$ cat src/ddcc_pkg.sv
// Purpose: Shared constants and types for one downconverter channel
// Assumes: Register indices are byte-wide locations, four bytes apart on APB
// Notes: Byte address of a register is four times its index
`default_nettype none
package ddcc_pkg;
    localparam int DDCC_IDX_W = 12;
    localparam logic [11:0] DDCC_IDX_CTRL = 12'h310;
    localparam logic [11:0] DDCC_IDX_ROUTE = 12'h311;
    localparam logic [11:0] DDCC_IDX_FREQ0 = 12'h314;
    localparam logic [11:0] DDCC_IDX_FREQ1 = 12'h315;
    localparam logic [11:0] DDCC_IDX_FREQ2 = 12'h316;
    localparam logic [11:0] DDCC_IDX_FREQ3 = 12'h317;
    localparam logic [11:0] DDCC_IDX_FREQ4 = 12'h318;
    localparam logic [11:0] DDCC_IDX_FREQ5 = 12'h31A;
    localparam logic [11:0] DDCC_IDX_POFS0 = 12'h31D;
    localparam logic [7:0] DDCC_CTRL_RST = 8'h00;
    localparam logic [7:0] DDCC_ROUTE_RST = 8'h00;
    localparam logic [7:0] DDCC_BYTE_RST = 8'h00;
    // Control: [1:0] decimation code, 3 complex-to-real, 2 reserved, [7:4] stored only
    localparam logic [7:0] DDCC_CTRL_WMASK = 8'hFB;
    localparam int DDCC_CTRL_C2R_BIT = 3;
    // Routing: 0 selects I source, 2 selects Q source, others reserved
    localparam logic [7:0] DDCC_ROUTE_WMASK = 8'h05;
    localparam int DDCC_ROUTE_I_BIT = 0;
    localparam int DDCC_ROUTE_Q_BIT = 2;
    localparam logic [1:0] DDCC_DEC_BY2 = 2'h3;
    localparam logic [1:0] DDCC_DEC_BY4 = 2'h0;
    localparam logic [1:0] DDCC_DEC_BY8 = 2'h1;
    localparam logic [1:0] DDCC_DEC_BY16 = 2'h2;
    localparam int DDCC_NSTAGE = 4;
    localparam int DDCC_NCO_W = 48;
    localparam int DDCC_SAMP_W = 16;
    typedef struct packed {
        logic signed [DDCC_SAMP_W-1:0] i;
        logic signed [DDCC_SAMP_W-1:0] q;
    } ddcc_iq_s;
endpackage
`default_nettype wire

$ cat src/ddcc_nco.sv
// Purpose: Phase accumulator with phase offset for the channel oscillator
// Assumes: One advance per accepted input sample
// Notes: Output phase is accumulator plus offset, registered
`default_nettype none
`timescale 1ns/1ps
module ddcc_nco
    import ddcc_pkg::*;
#(
    parameter int W = DDCC_NCO_W
)
(
    input wire logic clk,
    input wire logic rst,
    input wire logic advance,
    input wire logic [W-1:0] increment,
    input wire logic [W-1:0] offset,
    output logic [W-1:0] acc,
    output logic [W-1:0] phase
);
    logic [W-1:0] acc_r;
    logic [W-1:0] acc_nxt;
    logic [W-1:0] phase_r;
    logic [W-1:0] phase_nxt;

    always_comb
    begin
        acc_nxt = acc_r;
        if (advance)
        begin
            acc_nxt = acc_r + increment;
        end
        phase_nxt = acc_r + offset;
    end

    always_ff @(posedge clk)
    begin
        if (rst)
        begin
            acc_r <= '0;
            phase_r <= '0;
        end
        else
        begin
            acc_r <= acc_nxt;
            phase_r <= phase_nxt;
        end
    end

    assign acc = acc_r;
    assign phase = phase_r;
endmodule
`default_nettype wire

$ cat src/ddcc_halfband.sv
// Purpose: One decimating half-band stage of the cascade
// Assumes: Input valid at most once per clock
// Notes: Pair average stands in for the filter kernel; bypassed when not active
`default_nettype none
`timescale 1ns/1ps
module ddcc_halfband
    import ddcc_pkg::*;
(
    input wire logic clk,
    input wire logic rst,
    input wire logic active,
    input wire logic dec_en,
    input wire logic in_valid,
    input wire ddcc_iq_s in_data,
    output logic out_valid,
    output ddcc_iq_s out_data
);
    ddcc_iq_s prev_r;
    ddcc_iq_s prev_nxt;
    logic have_r;
    logic have_nxt;
    logic out_valid_r;
    logic out_valid_nxt;
    ddcc_iq_s out_r;
    ddcc_iq_s out_nxt;
    logic signed [DDCC_SAMP_W:0] sum_i;
    logic signed [DDCC_SAMP_W:0] sum_q;

    always_comb
    begin
        sum_i = {prev_r.i[DDCC_SAMP_W-1], prev_r.i} + {in_data.i[DDCC_SAMP_W-1], in_data.i};
        sum_q = {prev_r.q[DDCC_SAMP_W-1], prev_r.q} + {in_data.q[DDCC_SAMP_W-1], in_data.q};
        prev_nxt = prev_r;
        have_nxt = have_r;
        out_valid_nxt = 1'b0;
        out_nxt = out_r;
        if (!active)
        begin
            have_nxt = 1'b0;
            if (in_valid)
            begin
                out_valid_nxt = 1'b1;
                out_nxt = in_data;
            end
        end
        else if (in_valid)
        begin
            prev_nxt = in_data;
            if (!dec_en || have_r)
            begin
                out_valid_nxt = 1'b1;
                out_nxt.i = sum_i[DDCC_SAMP_W:1];
                out_nxt.q = sum_q[DDCC_SAMP_W:1];
                have_nxt = 1'b0;
            end
            else
            begin
                have_nxt = 1'b1;
            end
        end
    end

    always_ff @(posedge clk)
    begin
        if (rst)
        begin
            prev_r <= '0;
            have_r <= 1'b0;
            out_valid_r <= 1'b0;
            out_r <= '0;
        end
        else
        begin
            prev_r <= prev_nxt;
            have_r <= have_nxt;
            out_valid_r <= out_valid_nxt;
            out_r <= out_nxt;
        end
    end

    assign out_valid = out_valid_r;
    assign out_data = out_r;
endmodule
`default_nettype wire

$ cat src/ddcc_channel.sv
// Purpose: One downconverter channel: input routing, oscillator, half-band cascade
// Assumes: APB slave, one sample per clock at most from converters A and B
// Notes: Registers sit at byte address four times their index
// Operation
// RL1 - With complex output, code 11 decimates by 2, 00 by 4, 01 by 8 and 10 by 16.
// RL2 - With complex-to-real on, the same codes decimate by 1, 2, 4 and 8.
// RL3 - The first half-band stage always runs and higher codes add stages two to four ahead of it.
// RL4 - The decimation field reads zero after reset, selecting stages two and one.
// RL5 - The Q select bit picks converter A when zero and B when one, and resets to zero.
// RL6 - The I select bit picks converter A when zero and B when one, and resets to zero.
// RL7 - The 48-bit frequency word lives in six byte registers, low byte first, all reset to zero.
// RL8 - The accumulator advances by the frequency word on every sample.
// RL9 - A twos complement phase offset, low byte programmable, is added to the accumulator output.
// RL10 - With complex-to-real on, only real I samples leave, made by an extra quarter-rate mix.
// RL11 - Reserved bits of the routing register read zero and ignore writes.
`default_nettype none
`timescale 1ns/1ps
module ddcc_channel
    import ddcc_pkg::*;
#(
    parameter int ADDR_W = 16
)
(
    input wire logic clk,
    input wire logic rst,
    input wire logic psel,
    input wire logic penable,
    input wire logic pwrite,
    input wire logic [ADDR_W-1:0] paddr,
    input wire logic [31:0] pwdata,
    output logic [31:0] prdata,
    output logic pready,
    output logic pslverr,
    input wire logic adc_valid,
    input wire logic signed [DDCC_SAMP_W-1:0] adc_a,
    input wire logic signed [DDCC_SAMP_W-1:0] adc_b,
    output logic out_valid,
    output ddcc_iq_s out_data,
    output logic [DDCC_NCO_W-1:0] nco_phase
);
    logic [7:0] ctrl_r, ctrl_nxt;
    logic [7:0] route_r, route_nxt;
    logic [DDCC_NCO_W-1:0] freq_r, freq_nxt;
    logic [7:0] pofs_r, pofs_nxt;
    logic [31:0] prdata_r, prdata_nxt;
    logic pready_r, pready_nxt;
    logic pslverr_r, pslverr_nxt;
    logic [DDCC_IDX_W-1:0] idx;
    logic hit;
    logic [7:0] rd_byte;
    logic wr_go;

    assign idx = paddr[DDCC_IDX_W+1:2];
    assign wr_go = psel && penable && pready_r && pwrite;

    always_comb
    begin
        hit = 1'b1;
        rd_byte = 8'h00;
        case (idx)
            DDCC_IDX_CTRL: rd_byte = ctrl_r;
            DDCC_IDX_ROUTE: rd_byte = route_r & DDCC_ROUTE_WMASK; // RL11
            DDCC_IDX_FREQ0: rd_byte = freq_r[7:0];
            DDCC_IDX_FREQ1: rd_byte = freq_r[15:8];
            DDCC_IDX_FREQ2: rd_byte = freq_r[23:16];
            DDCC_IDX_FREQ3: rd_byte = freq_r[31:24];
            DDCC_IDX_FREQ4: rd_byte = freq_r[39:32];
            DDCC_IDX_FREQ5: rd_byte = freq_r[47:40];
            DDCC_IDX_POFS0: rd_byte = pofs_r;
            default: hit = 1'b0;
        endcase
        if (paddr[1:0] != 2'h0 || paddr[ADDR_W-1:DDCC_IDX_W+2] != '0)
        begin
            hit = 1'b0;
        end
    end

    // Zero-wait slave: answer is formed in the setup cycle and raised for the first access cycle
    always_comb
    begin
        pready_nxt = psel && !penable && !pready_r;
        prdata_nxt = prdata_r;
        pslverr_nxt = 1'b0;
        if (psel && !penable)
        begin
            prdata_nxt = {24'h000000, hit ? rd_byte : 8'h00};
            pslverr_nxt = !hit;
        end
    end

    always_comb
    begin
        ctrl_nxt = ctrl_r;
        route_nxt = route_r;
        freq_nxt = freq_r;
        pofs_nxt = pofs_r;
        if (wr_go && !pslverr_r)
        begin
            case (idx)
                DDCC_IDX_CTRL: ctrl_nxt = pwdata[7:0] & DDCC_CTRL_WMASK;
                DDCC_IDX_ROUTE: route_nxt = pwdata[7:0] & DDCC_ROUTE_WMASK; // RL11 RL5 RL6
                DDCC_IDX_FREQ0: freq_nxt[7:0] = pwdata[7:0]; // RL7
                DDCC_IDX_FREQ1: freq_nxt[15:8] = pwdata[7:0];
                DDCC_IDX_FREQ2: freq_nxt[23:16] = pwdata[7:0];
                DDCC_IDX_FREQ3: freq_nxt[31:24] = pwdata[7:0];
                DDCC_IDX_FREQ4: freq_nxt[39:32] = pwdata[7:0];
                DDCC_IDX_FREQ5: freq_nxt[47:40] = pwdata[7:0]; // RL7
                DDCC_IDX_POFS0: pofs_nxt = pwdata[7:0]; // RL9
                default: ctrl_nxt = ctrl_r;
            endcase
        end
    end

    always_ff @(posedge clk)
    begin
        if (rst)
        begin
            ctrl_r <= DDCC_CTRL_RST; // RL4
            route_r <= DDCC_ROUTE_RST;
            freq_r <= '0;
            pofs_r <= DDCC_BYTE_RST;
            prdata_r <= '0;
            pready_r <= 1'b0;
            pslverr_r <= 1'b0;
        end
        else
        begin
            ctrl_r <= ctrl_nxt;
            route_r <= route_nxt;
            freq_r <= freq_nxt;
            pofs_r <= pofs_nxt;
            prdata_r <= prdata_nxt;
            pready_r <= pready_nxt;
            pslverr_r <= pslverr_nxt;
        end
    end

    assign prdata = prdata_r;
    assign pready = pready_r;
    assign pslverr = pslverr_r;

    // Datapath
    logic c2r;
    logic [2:0] nstages;
    logic [2:0] dec_log2;
    ddcc_iq_s sel_r, sel_nxt;
    logic sel_valid_r;
    logic [DDCC_NCO_W-1:0] acc;
    logic [DDCC_NCO_W-1:0] pofs_ext;
    logic [DDCC_NSTAGE:0] st_valid;
    ddcc_iq_s st_data [DDCC_NSTAGE:0];
    logic [1:0] rot_r, rot_nxt;
    logic out_valid_r, out_valid_nxt;
    ddcc_iq_s out_r, out_nxt;

    assign c2r = ctrl_r[DDCC_CTRL_C2R_BIT];
    assign pofs_ext = {{(DDCC_NCO_W-8){pofs_r[7]}}, pofs_r};

    always_comb
    begin
        case (ctrl_r[1:0]) // RL1
            DDCC_DEC_BY2: nstages = 3'd1;
            DDCC_DEC_BY4: nstages = 3'd2;
            DDCC_DEC_BY8: nstages = 3'd3;
            DDCC_DEC_BY16: nstages = 3'd4;
            default: nstages = 3'd2;
        endcase
        dec_log2 = nstages - {2'b00, c2r}; // RL2
    end

    always_comb
    begin
        sel_nxt.i = route_r[DDCC_ROUTE_I_BIT] ? adc_b : adc_a; // RL6
        sel_nxt.q = route_r[DDCC_ROUTE_Q_BIT] ? adc_b : adc_a; // RL5
    end

    always_ff @(posedge clk)
    begin
        if (rst)
        begin
            sel_r <= '0;
            sel_valid_r <= 1'b0;
        end
        else
        begin
            sel_r <= adc_valid ? sel_nxt : sel_r;
            sel_valid_r <= adc_valid;
        end
    end

    ddcc_nco #(.W(DDCC_NCO_W)) u_nco (
        .clk(clk),
        .rst(rst),
        .advance(adc_valid), // RL8
        .increment(freq_r),
        .offset(pofs_ext), // RL9
        .acc(acc),
        .phase(nco_phase)
    );

    assign st_valid[DDCC_NSTAGE] = sel_valid_r;
    assign st_data[DDCC_NSTAGE] = sel_r;

    // Stage index 0 is the first half-band stage, run last in the cascade
    for (genvar s = 0; s < DDCC_NSTAGE; s++)
    begin : g_hb
        ddcc_halfband u_hb (
            .clk(clk),
            .rst(rst),
            .active(nstages > 3'(s)), // RL3
            .dec_en(!(s == 0 && c2r)), // RL2
            .in_valid(st_valid[s+1]),
            .in_data(st_data[s+1]),
            .out_valid(st_valid[s]),
            .out_data(st_data[s])
        );
    end

    // Quarter-rate rotation: I, -Q, -I, Q gives the real part
    always_comb
    begin
        rot_nxt = rot_r;
        out_valid_nxt = st_valid[0];
        out_nxt = out_r;
        if (st_valid[0])
        begin
            out_nxt = st_data[0];
            if (c2r) // RL10
            begin
                rot_nxt = rot_r + 2'd1;
                out_nxt.q = '0;
                case (rot_r)
                    2'd0: out_nxt.i = st_data[0].i;
                    2'd1: out_nxt.i = -st_data[0].q;
                    2'd2: out_nxt.i = -st_data[0].i;
                    default: out_nxt.i = st_data[0].q;
                endcase
            end
        end
    end

    always_ff @(posedge clk)
    begin
        if (rst)
        begin
            rot_r <= 2'd0;
            out_valid_r <= 1'b0;
            out_r <= '0;
        end
        else
        begin
            rot_r <= rot_nxt;
            out_valid_r <= out_valid_nxt;
            out_r <= out_nxt;
        end
    end

    assign out_valid = out_valid_r;
    assign out_data = out_r;
endmodule
`default_nettype wire

$ cat config.mk
export PLATFORM = sky130hd
export DESIGN_NAME = ddcc_channel
export DESIGN_NICKNAME = d
export VERILOG_FILES = /design/src/ddcc_pkg.sv /design/src/ddcc_nco.sv /design/src/ddcc_halfband.sv /design/src/ddcc_channel.sv
export SDC_FILE = /design/constraint.sdc
export NUM_CORES = 2
export LEC_CHECK = 0
export BUFFER_PORTS_ARGS = -buffer_cell sky130_fd_sc_hd__buf_2
export CAP_MARGIN = 20
export CELL_PAD_IN_SITES_DETAIL_PLACEMENT = 0
export CELL_PAD_IN_SITES_GLOBAL_PLACEMENT = 1
export CORE_UTILIZATION = 46
export CTS_CLUSTER_SIZE = 24
export DETAILED_ROUTE_END_ITERATION = 12
export PLACE_DENSITY_LB_ADDON = 0.1
export SETUP_SLACK_MARGIN = 0.15
export SYNTH_ARGS = -nofsm -noshare
export SYNTH_HDL_FRONTEND = slang
export SYNTH_SLANG_ARGS = --single-unit
$ cat constraint.sdc
create_clock -name clk -period 4.25 [get_ports clk]
set_input_delay 0 -clock clk [delete_from_list [all_inputs] [get_ports clk]]
set_output_delay 0 -clock clk [all_outputs]
set_load 0.02 [all_outputs]
Yosys cells after proc, flatten, opt, wreduce, memory -nomap -nowiden
Cells that the tools add are included.

word-level totals
  flip-flop bits (word level) = 503
  bits of input ports = 86
  output and inout bits = 115
  word-level logic and storage cells = 170

operators by class
  add/subtract/negate cells = 13
  order comparisons = 4
  eq/ne operators = 18
  multiplexer cells = 45
  bitwise logic cells = 5
  reductions and logical operators = 40

operators with widths
  kind                    count
  $mux W32                17
  $add A16 B16 Y17        8
  $eq A12 B10 Y1 const B  9
  $add A48 B48 Y48        2
  $pmux W8 S9             1
  $pmux W16 S3            1
  $reduce_and A2 Y1       18
  $mux W16                2
  $neg A16 Y16            2
  $mux W1                 22
  $pmux W3 S4             1
  $reduce_or A2 Y1        5
  $reduce_or A9 Y1        1
  $mux W8                 1
  $ne A2 B2 Y1 const B    4
  $eq A2 B2 Y1 const B    3
  $gt A3 B1 Y1 const B    2
  $gt A3 B2 Y1 const B    2
  $logic_and A1 B1 Y1     6
  $not A1 Y1              5
  $eq A2 B1 Y1 const B    2
  $logic_not A1 Y1        4
  $logic_not A2 Y1        2
  $reduce_bool A2 Y1      2
  2 further kinds         3

Logic depth before layout (Yosys ltp)
  word-level depth = 5
  mapped depth = 12
  depth with buffers taken out = 12

Cells and area by module
A second synthesis with hierarchy kept.

unflattened totals
  cell total of the unflattened synthesis = 4037
  area, all modules = 32508.7 µm²

by module, submodules not included
  module         times used  cells an instance  area an instance (µm²)  seq. area each (µm²)
  ddcc_halfband  4           530                4197.8                  1321.3
  ddcc_nco       1           1032               8136.6                  1921.8
  ddcc_channel   1           885                7581.0                  2862.7

Least setup slack after synthesis
No wires, ideal clock.

  path kind = reg-to-reg
  start point = register pofs_r[7]
  end point = register u_nco.phase_r[46], in the netlist u_nco.phase[46]
  library setup time = 128 ps
  arrival = 3707 ps
  required time = 4122 ps
  setup slack = 416 ps
  stages on the path, launching flop included = 12
  buffers on the path = 0
  clock period less this slack = 3834 ps
  path through = dfxtp_1 > ha_1 > o21a_1 > o211ai_1 > a211o_1 > a211o_1 > a2111o_1 > a21o_1 > a311o_1 > o31ai_4 > xnor2_1 > nor2_1

on the way
  cells in the longest elaborated chain, start to end = 1

RTL lines
  item                      RTL line             source
  start: declaration        ddcc_channel.sv:44   logic [7:0] pofs_r, pofs_nxt;
  start signal: assignment  ddcc_channel.sv:131  pofs_r <= pofs_nxt;
  $add A48 B48 Y48          ddcc_nco.sv:32       phase_nxt = acc_r + offset;
  end signal: assignment    ddcc_nco.sv:45       phase_r <= phase_nxt;
  end: declaration          ddcc_nco.sv:22       logic [W-1:0] phase_r;

No other way between the ends.
A chain may end at the register's enable or synchronous reset.

Worst setup path in the final report
  start point = register u_nco.acc_r[1], in the netlist u_nco.acc[1]
  end point = register u_nco.acc_r[45], in the netlist u_nco.acc[45]

on the way
  cells in the longest elaborated chain, start to end = 1

RTL lines
  item                      RTL line        source
  start: declaration        ddcc_nco.sv:20  logic [W-1:0] acc_r;
  start signal: assignment  ddcc_nco.sv:44  acc_r <= acc_nxt;
  $add A48 B48 Y48          ddcc_nco.sv:30  acc_nxt = acc_r + increment;

No other way between the ends.

==> impl_metrics.toml <==
[yosys]
async_reset_ff_frac = 0
synth_cell_type_count = 71
avgSynthCellArea_um2 = 7.98
synth_edf_count = 0
syn_area_um2 = 29900
ys_seq_area_frac = 0.337
synth_ff_type = "dfxtp_1"
yosysWarnings = 0
synth-seq-cells = 503
synth_cells = 3746

[sta]
slew_viol_final = 0
grt_setup_unrepaired = "false"
fmax_ghz = 0.269
hold_viol = 0
worstMarginPinSlew_ns = 0.890
fin_skew_ns = 0.0168
timing.final.crit_share = 0.874
finalWorstSetupSlack_ns = 0.537
finalSetupTns_ns = 0
post-route-min-period_ns = 3.71
setup_viol = 0
slew_headroom = 0.407

[global_route]
grt_usage = 0.260
grt_max_degree = 126
grt_pass1_vias = 25800
grt-ovfl-total = 0
grt_antenna_before_repair = 6
grt_pass1_wl_mm = 141

[placed_design]
gp_congestion = 0.895
pre_cts_ws_ns = 0.574
io_buffer_count = 152
dpl.hpwl_mm = 63.1

[power_and_ir_drop]
swShare = 0.240
p_leak_nw = 14.5
p_switching_mw = 2.57
p_per_area_nw_per_um2 = 314
comb_power_share = 0.057
clock_power_share = 0.488
p_seq_frac = 0.455
intPower_mw = 8.15
vdd_ir_drop_max_uv = 285

[detailed_routing]
drtIter0Drc = 1608
wl_met1_mm = 41.5
drc = 0
top_layer = "met5"
met2_length_mm = 39.9
wl_mm = 87.5
vias = 27100
wl_met3_mm = 3.76
dr.pass1.iters = 5
final_antenna_net_count = 0
viasPerCell = 5.66
avgRoutedWirePerCell_um = 18.3

[critical_path]
start_kind = "flip-flop"
critical-path-max-stage-delay_ns = 0.55
worstSetupPathType = "flip-flop to flip-flop"
worstPathRequired_ns = 4.75
path_cells = "ha_1 > a21o_1 > a41o_1 > or4b_1 > nand3_1 > a211oi_1 > o2111ai_1 > a21oi_1 > o21ai_1 > a2111oi_0 > a211o_1"
setup.worst_path.end_class = "flip-flop"
cp.arrival_ns = 4.22
crit_fanout = 5
critPathSlowestCell = "or4b_1"

[floorplanning]
die_y_um = 257
die_x_um = 257
fp.coreArea_um2 = 64300
initial_core_util = 0.465
num_rows = 93
dieArea_um2 = 66000
ioPinCount = 201

[outcome]
status = "finished clean"

[clock_tree]
cts-root-buf = "clkbuf_16"
numCtsBuffers = 57
clkSinkCount = 503
cts_tree = "built"
clk_pin_slew_ns = 0.06
h-tree-depth = 2
ctsLongestPathBuffers = 3
clock_latency_ns = 0.62

[cells_and_area]
syn_to_final_growth_pct = 14.3
nets = 4200
n_fill_cell = 6158
drive_above_1_share = 0.0841

[worst_hold_path]
hp-class = "input port to flip-flop"

[job]
maxCapViolCount = 0
[placed cells by master, fill, tap and decap left out, types with 20 or more instances in the layout]
cell,instances
dfxtp_1,502
nand2_1,490
nor2_1,436
a21oi_1,428
ha_1,221
o21ai_0,191
mux2i_1,155
buf_2,150
xnor2_1,111
a21o_1,96
dlygate4sd3_1,89
a211oi_1,88
nor3_1,75
xor2_1,70
inv_1,65
o211ai_1,57
clkbuf_16,57
nand3_1,55
buf_4,41
nor2b_1,33
or3_1,29
nand2b_1,27
nand4_1,25
and2_1,24
a221oi_1,24
a31oi_1,24
conb_1,24
and3_1,23
o21a_1,20
o21bai_1,20
[sequential cells by signal, summed over array words and instances (netlist names)]
register	flops
sel_r	32
sel_valid_r	1
ctrl_r	7
u_nco.phase	48
prdata	8
rot_r	2
g_hb.u_hb.out_valid	4
u_nco.acc	48
freq_r	48
out_valid	1
route_r	2
out_data	32
pready	1
pofs_r	8
g_hb.u_hb.have_r	4
pslverr	1
g_hb.u_hb.prev_r	128
g_hb.u_hb.out_data	128
[area by class of cell]
class | count | area (um2) | area share
clock inverter | 34 | 429 | 0.0126
inverter | 66 | 248 | 0.00725
tap | 855 | 1070 | 0.0313
clock buffer | 70 | 1550 | 0.0452
sequential | 503 | 10100 | 0.295
timing repair buffer | 286 | 2070 | 0.0607
multi-input combinational | 2967 | 18700 | 0.548
antenna | 2 | 5.00 | 0.000146
[logic make-up (layout without fill, tap and decap cells)]
| kind of cell | after synthesis | count (layout) | share of synthesized area |
|---|---|---|---|
| fa+ha+maj | 233 | 233 | 0.100 |
| other cells | 1 | 26 | 0.000125 |
| compound gates | 1105 | 1105 | 0.232 |
| flops | 503 | 503 | 0.337 |
| xor+xnor | 181 | 181 | 0.0530 |
| mux | 160 | 160 | 0.0538 |
| buf+inv | 299 | 456 | 0.0405 |
| simple gates | 1264 | 1264 | 0.183 |
[power groups by stage]
stage	logic, mW	registers, mW	clock network (mW)
6_report	0.614	4.87	5.23
5_1_grt	0.675	4.88	5.54
4_1_cts	0.607	4.88	5.37
3_5_place_dp	0.538	4.98	0
3_3_place_gp	0.528	4.98	0
2_1_floorplan	0.404	4.94	0
[worst max-delay path, delay by kind of cell, from the launching register on]
kind	cells	cell delay [ns]
adder cells (fa/ha/maj)	1	0.28
AO/OA/AOI/OAI	8	2.11
flip-flops	1	0.45
AND/OR/NAND/NOR	2	0.76
[worst paths after layout]
kind                             startpoint                          to  slack, ns  cells past startpoint
setup / recovery  u_nco.acc[1]$_SDFFE_PP0P_  u_nco.acc[45]$_SDFFE_PP0P_       0.54                     11
hold / removal                      penable           pready$_SDFF_PP0_       0.03                      3
setup reg to reg  u_nco.acc[1]$_SDFFE_PP0P_  u_nco.acc[45]$_SDFFE_PP0P_       0.54                     11
hold reg to reg   out_data[15]$_SDFFE_PP0P_   out_data[15]$_SDFFE_PP0P_       0.45                      2
[per-layer routing]
layer,vias to the layer above,GRT usage
met3,135,0.0333
met1,12700,0.355
li1,13700,-
met4,10,0.0703
met5,-,0
met2,556,0.429
[Yosys cell counts (all sizes together) (7+ instances only)]
library cell	instances	area share
o31ai	8	0.0025
a31o	9	0.0026
nand3	55	0.0092
nand4	25	0.0052
nand2b	27	0.0056
or4	7	0.0018
nand2	490	0.062
o211ai	57	0.014
a311oi	18	0.0053
o21ai	195	0.033
and3	23	0.0048
a41oi	9	0.0026
xor2	70	0.021
xnor2	111	0.033
a221oi	24	0.0070
a211oi	88	0.022
nor4	8	0.0017
inv	65	0.0082
a21o	96	0.024
ha	223	0.093
a31oi	24	0.0050
o21bai	20	0.0050
a22oi	16	0.0040
nor2b	35	0.0073
buf	49	0.0092
mux2i	155	0.052
nor3	78	0.014
clkbuf	184	0.023
a21oi	429	0.072
a2111oi	10	0.0029
fa	10	0.0067
o221ai	7	0.0021
dfxtp	503	0.34
o21a	20	0.0050
and2	24	0.0050
a211o	9	0.0026
a221o	9	0.0030
o211a	10	0.0033
or3	29	0.0061
nor2	438	0.055
[metrics by stage]
| stage | instances | power, mW | hold WS (ns) | cell area (um2) | utilization |
|---|---|---|---|---|---|
| after global placement | 4582 | 5.51 | 0.376 | 31200 | 0.485 |
| after detailed placement | 4582 | 5.52 | 0.357 | 31200 | 0.485 |
| after floorplan | 3769 | 5.34 | 0.221 | 30000 | - |
| after global routing | 4781 | 11.1 | 0.0407 | 34200 | 0.531 |
| final | 4783 | 10.7 | 0.0313 | 34200 | 0.531 |
| after CTS | 4775 | 10.9 | 0.00497 | 34100 | 0.529 |
[timing repair]
| item | 4_1_cts | 5_1_grt |
|---|---|---|
| setup endpoints to repair | 0 | 0 |
| hold endpoints to repair | 197 | 0 |
| gates resized for setup | 0 | 0 |
| hold buffers | 89 | 0 |
| setup buffers | 0 | 0 |
Power figures use the tool's default switching activity.
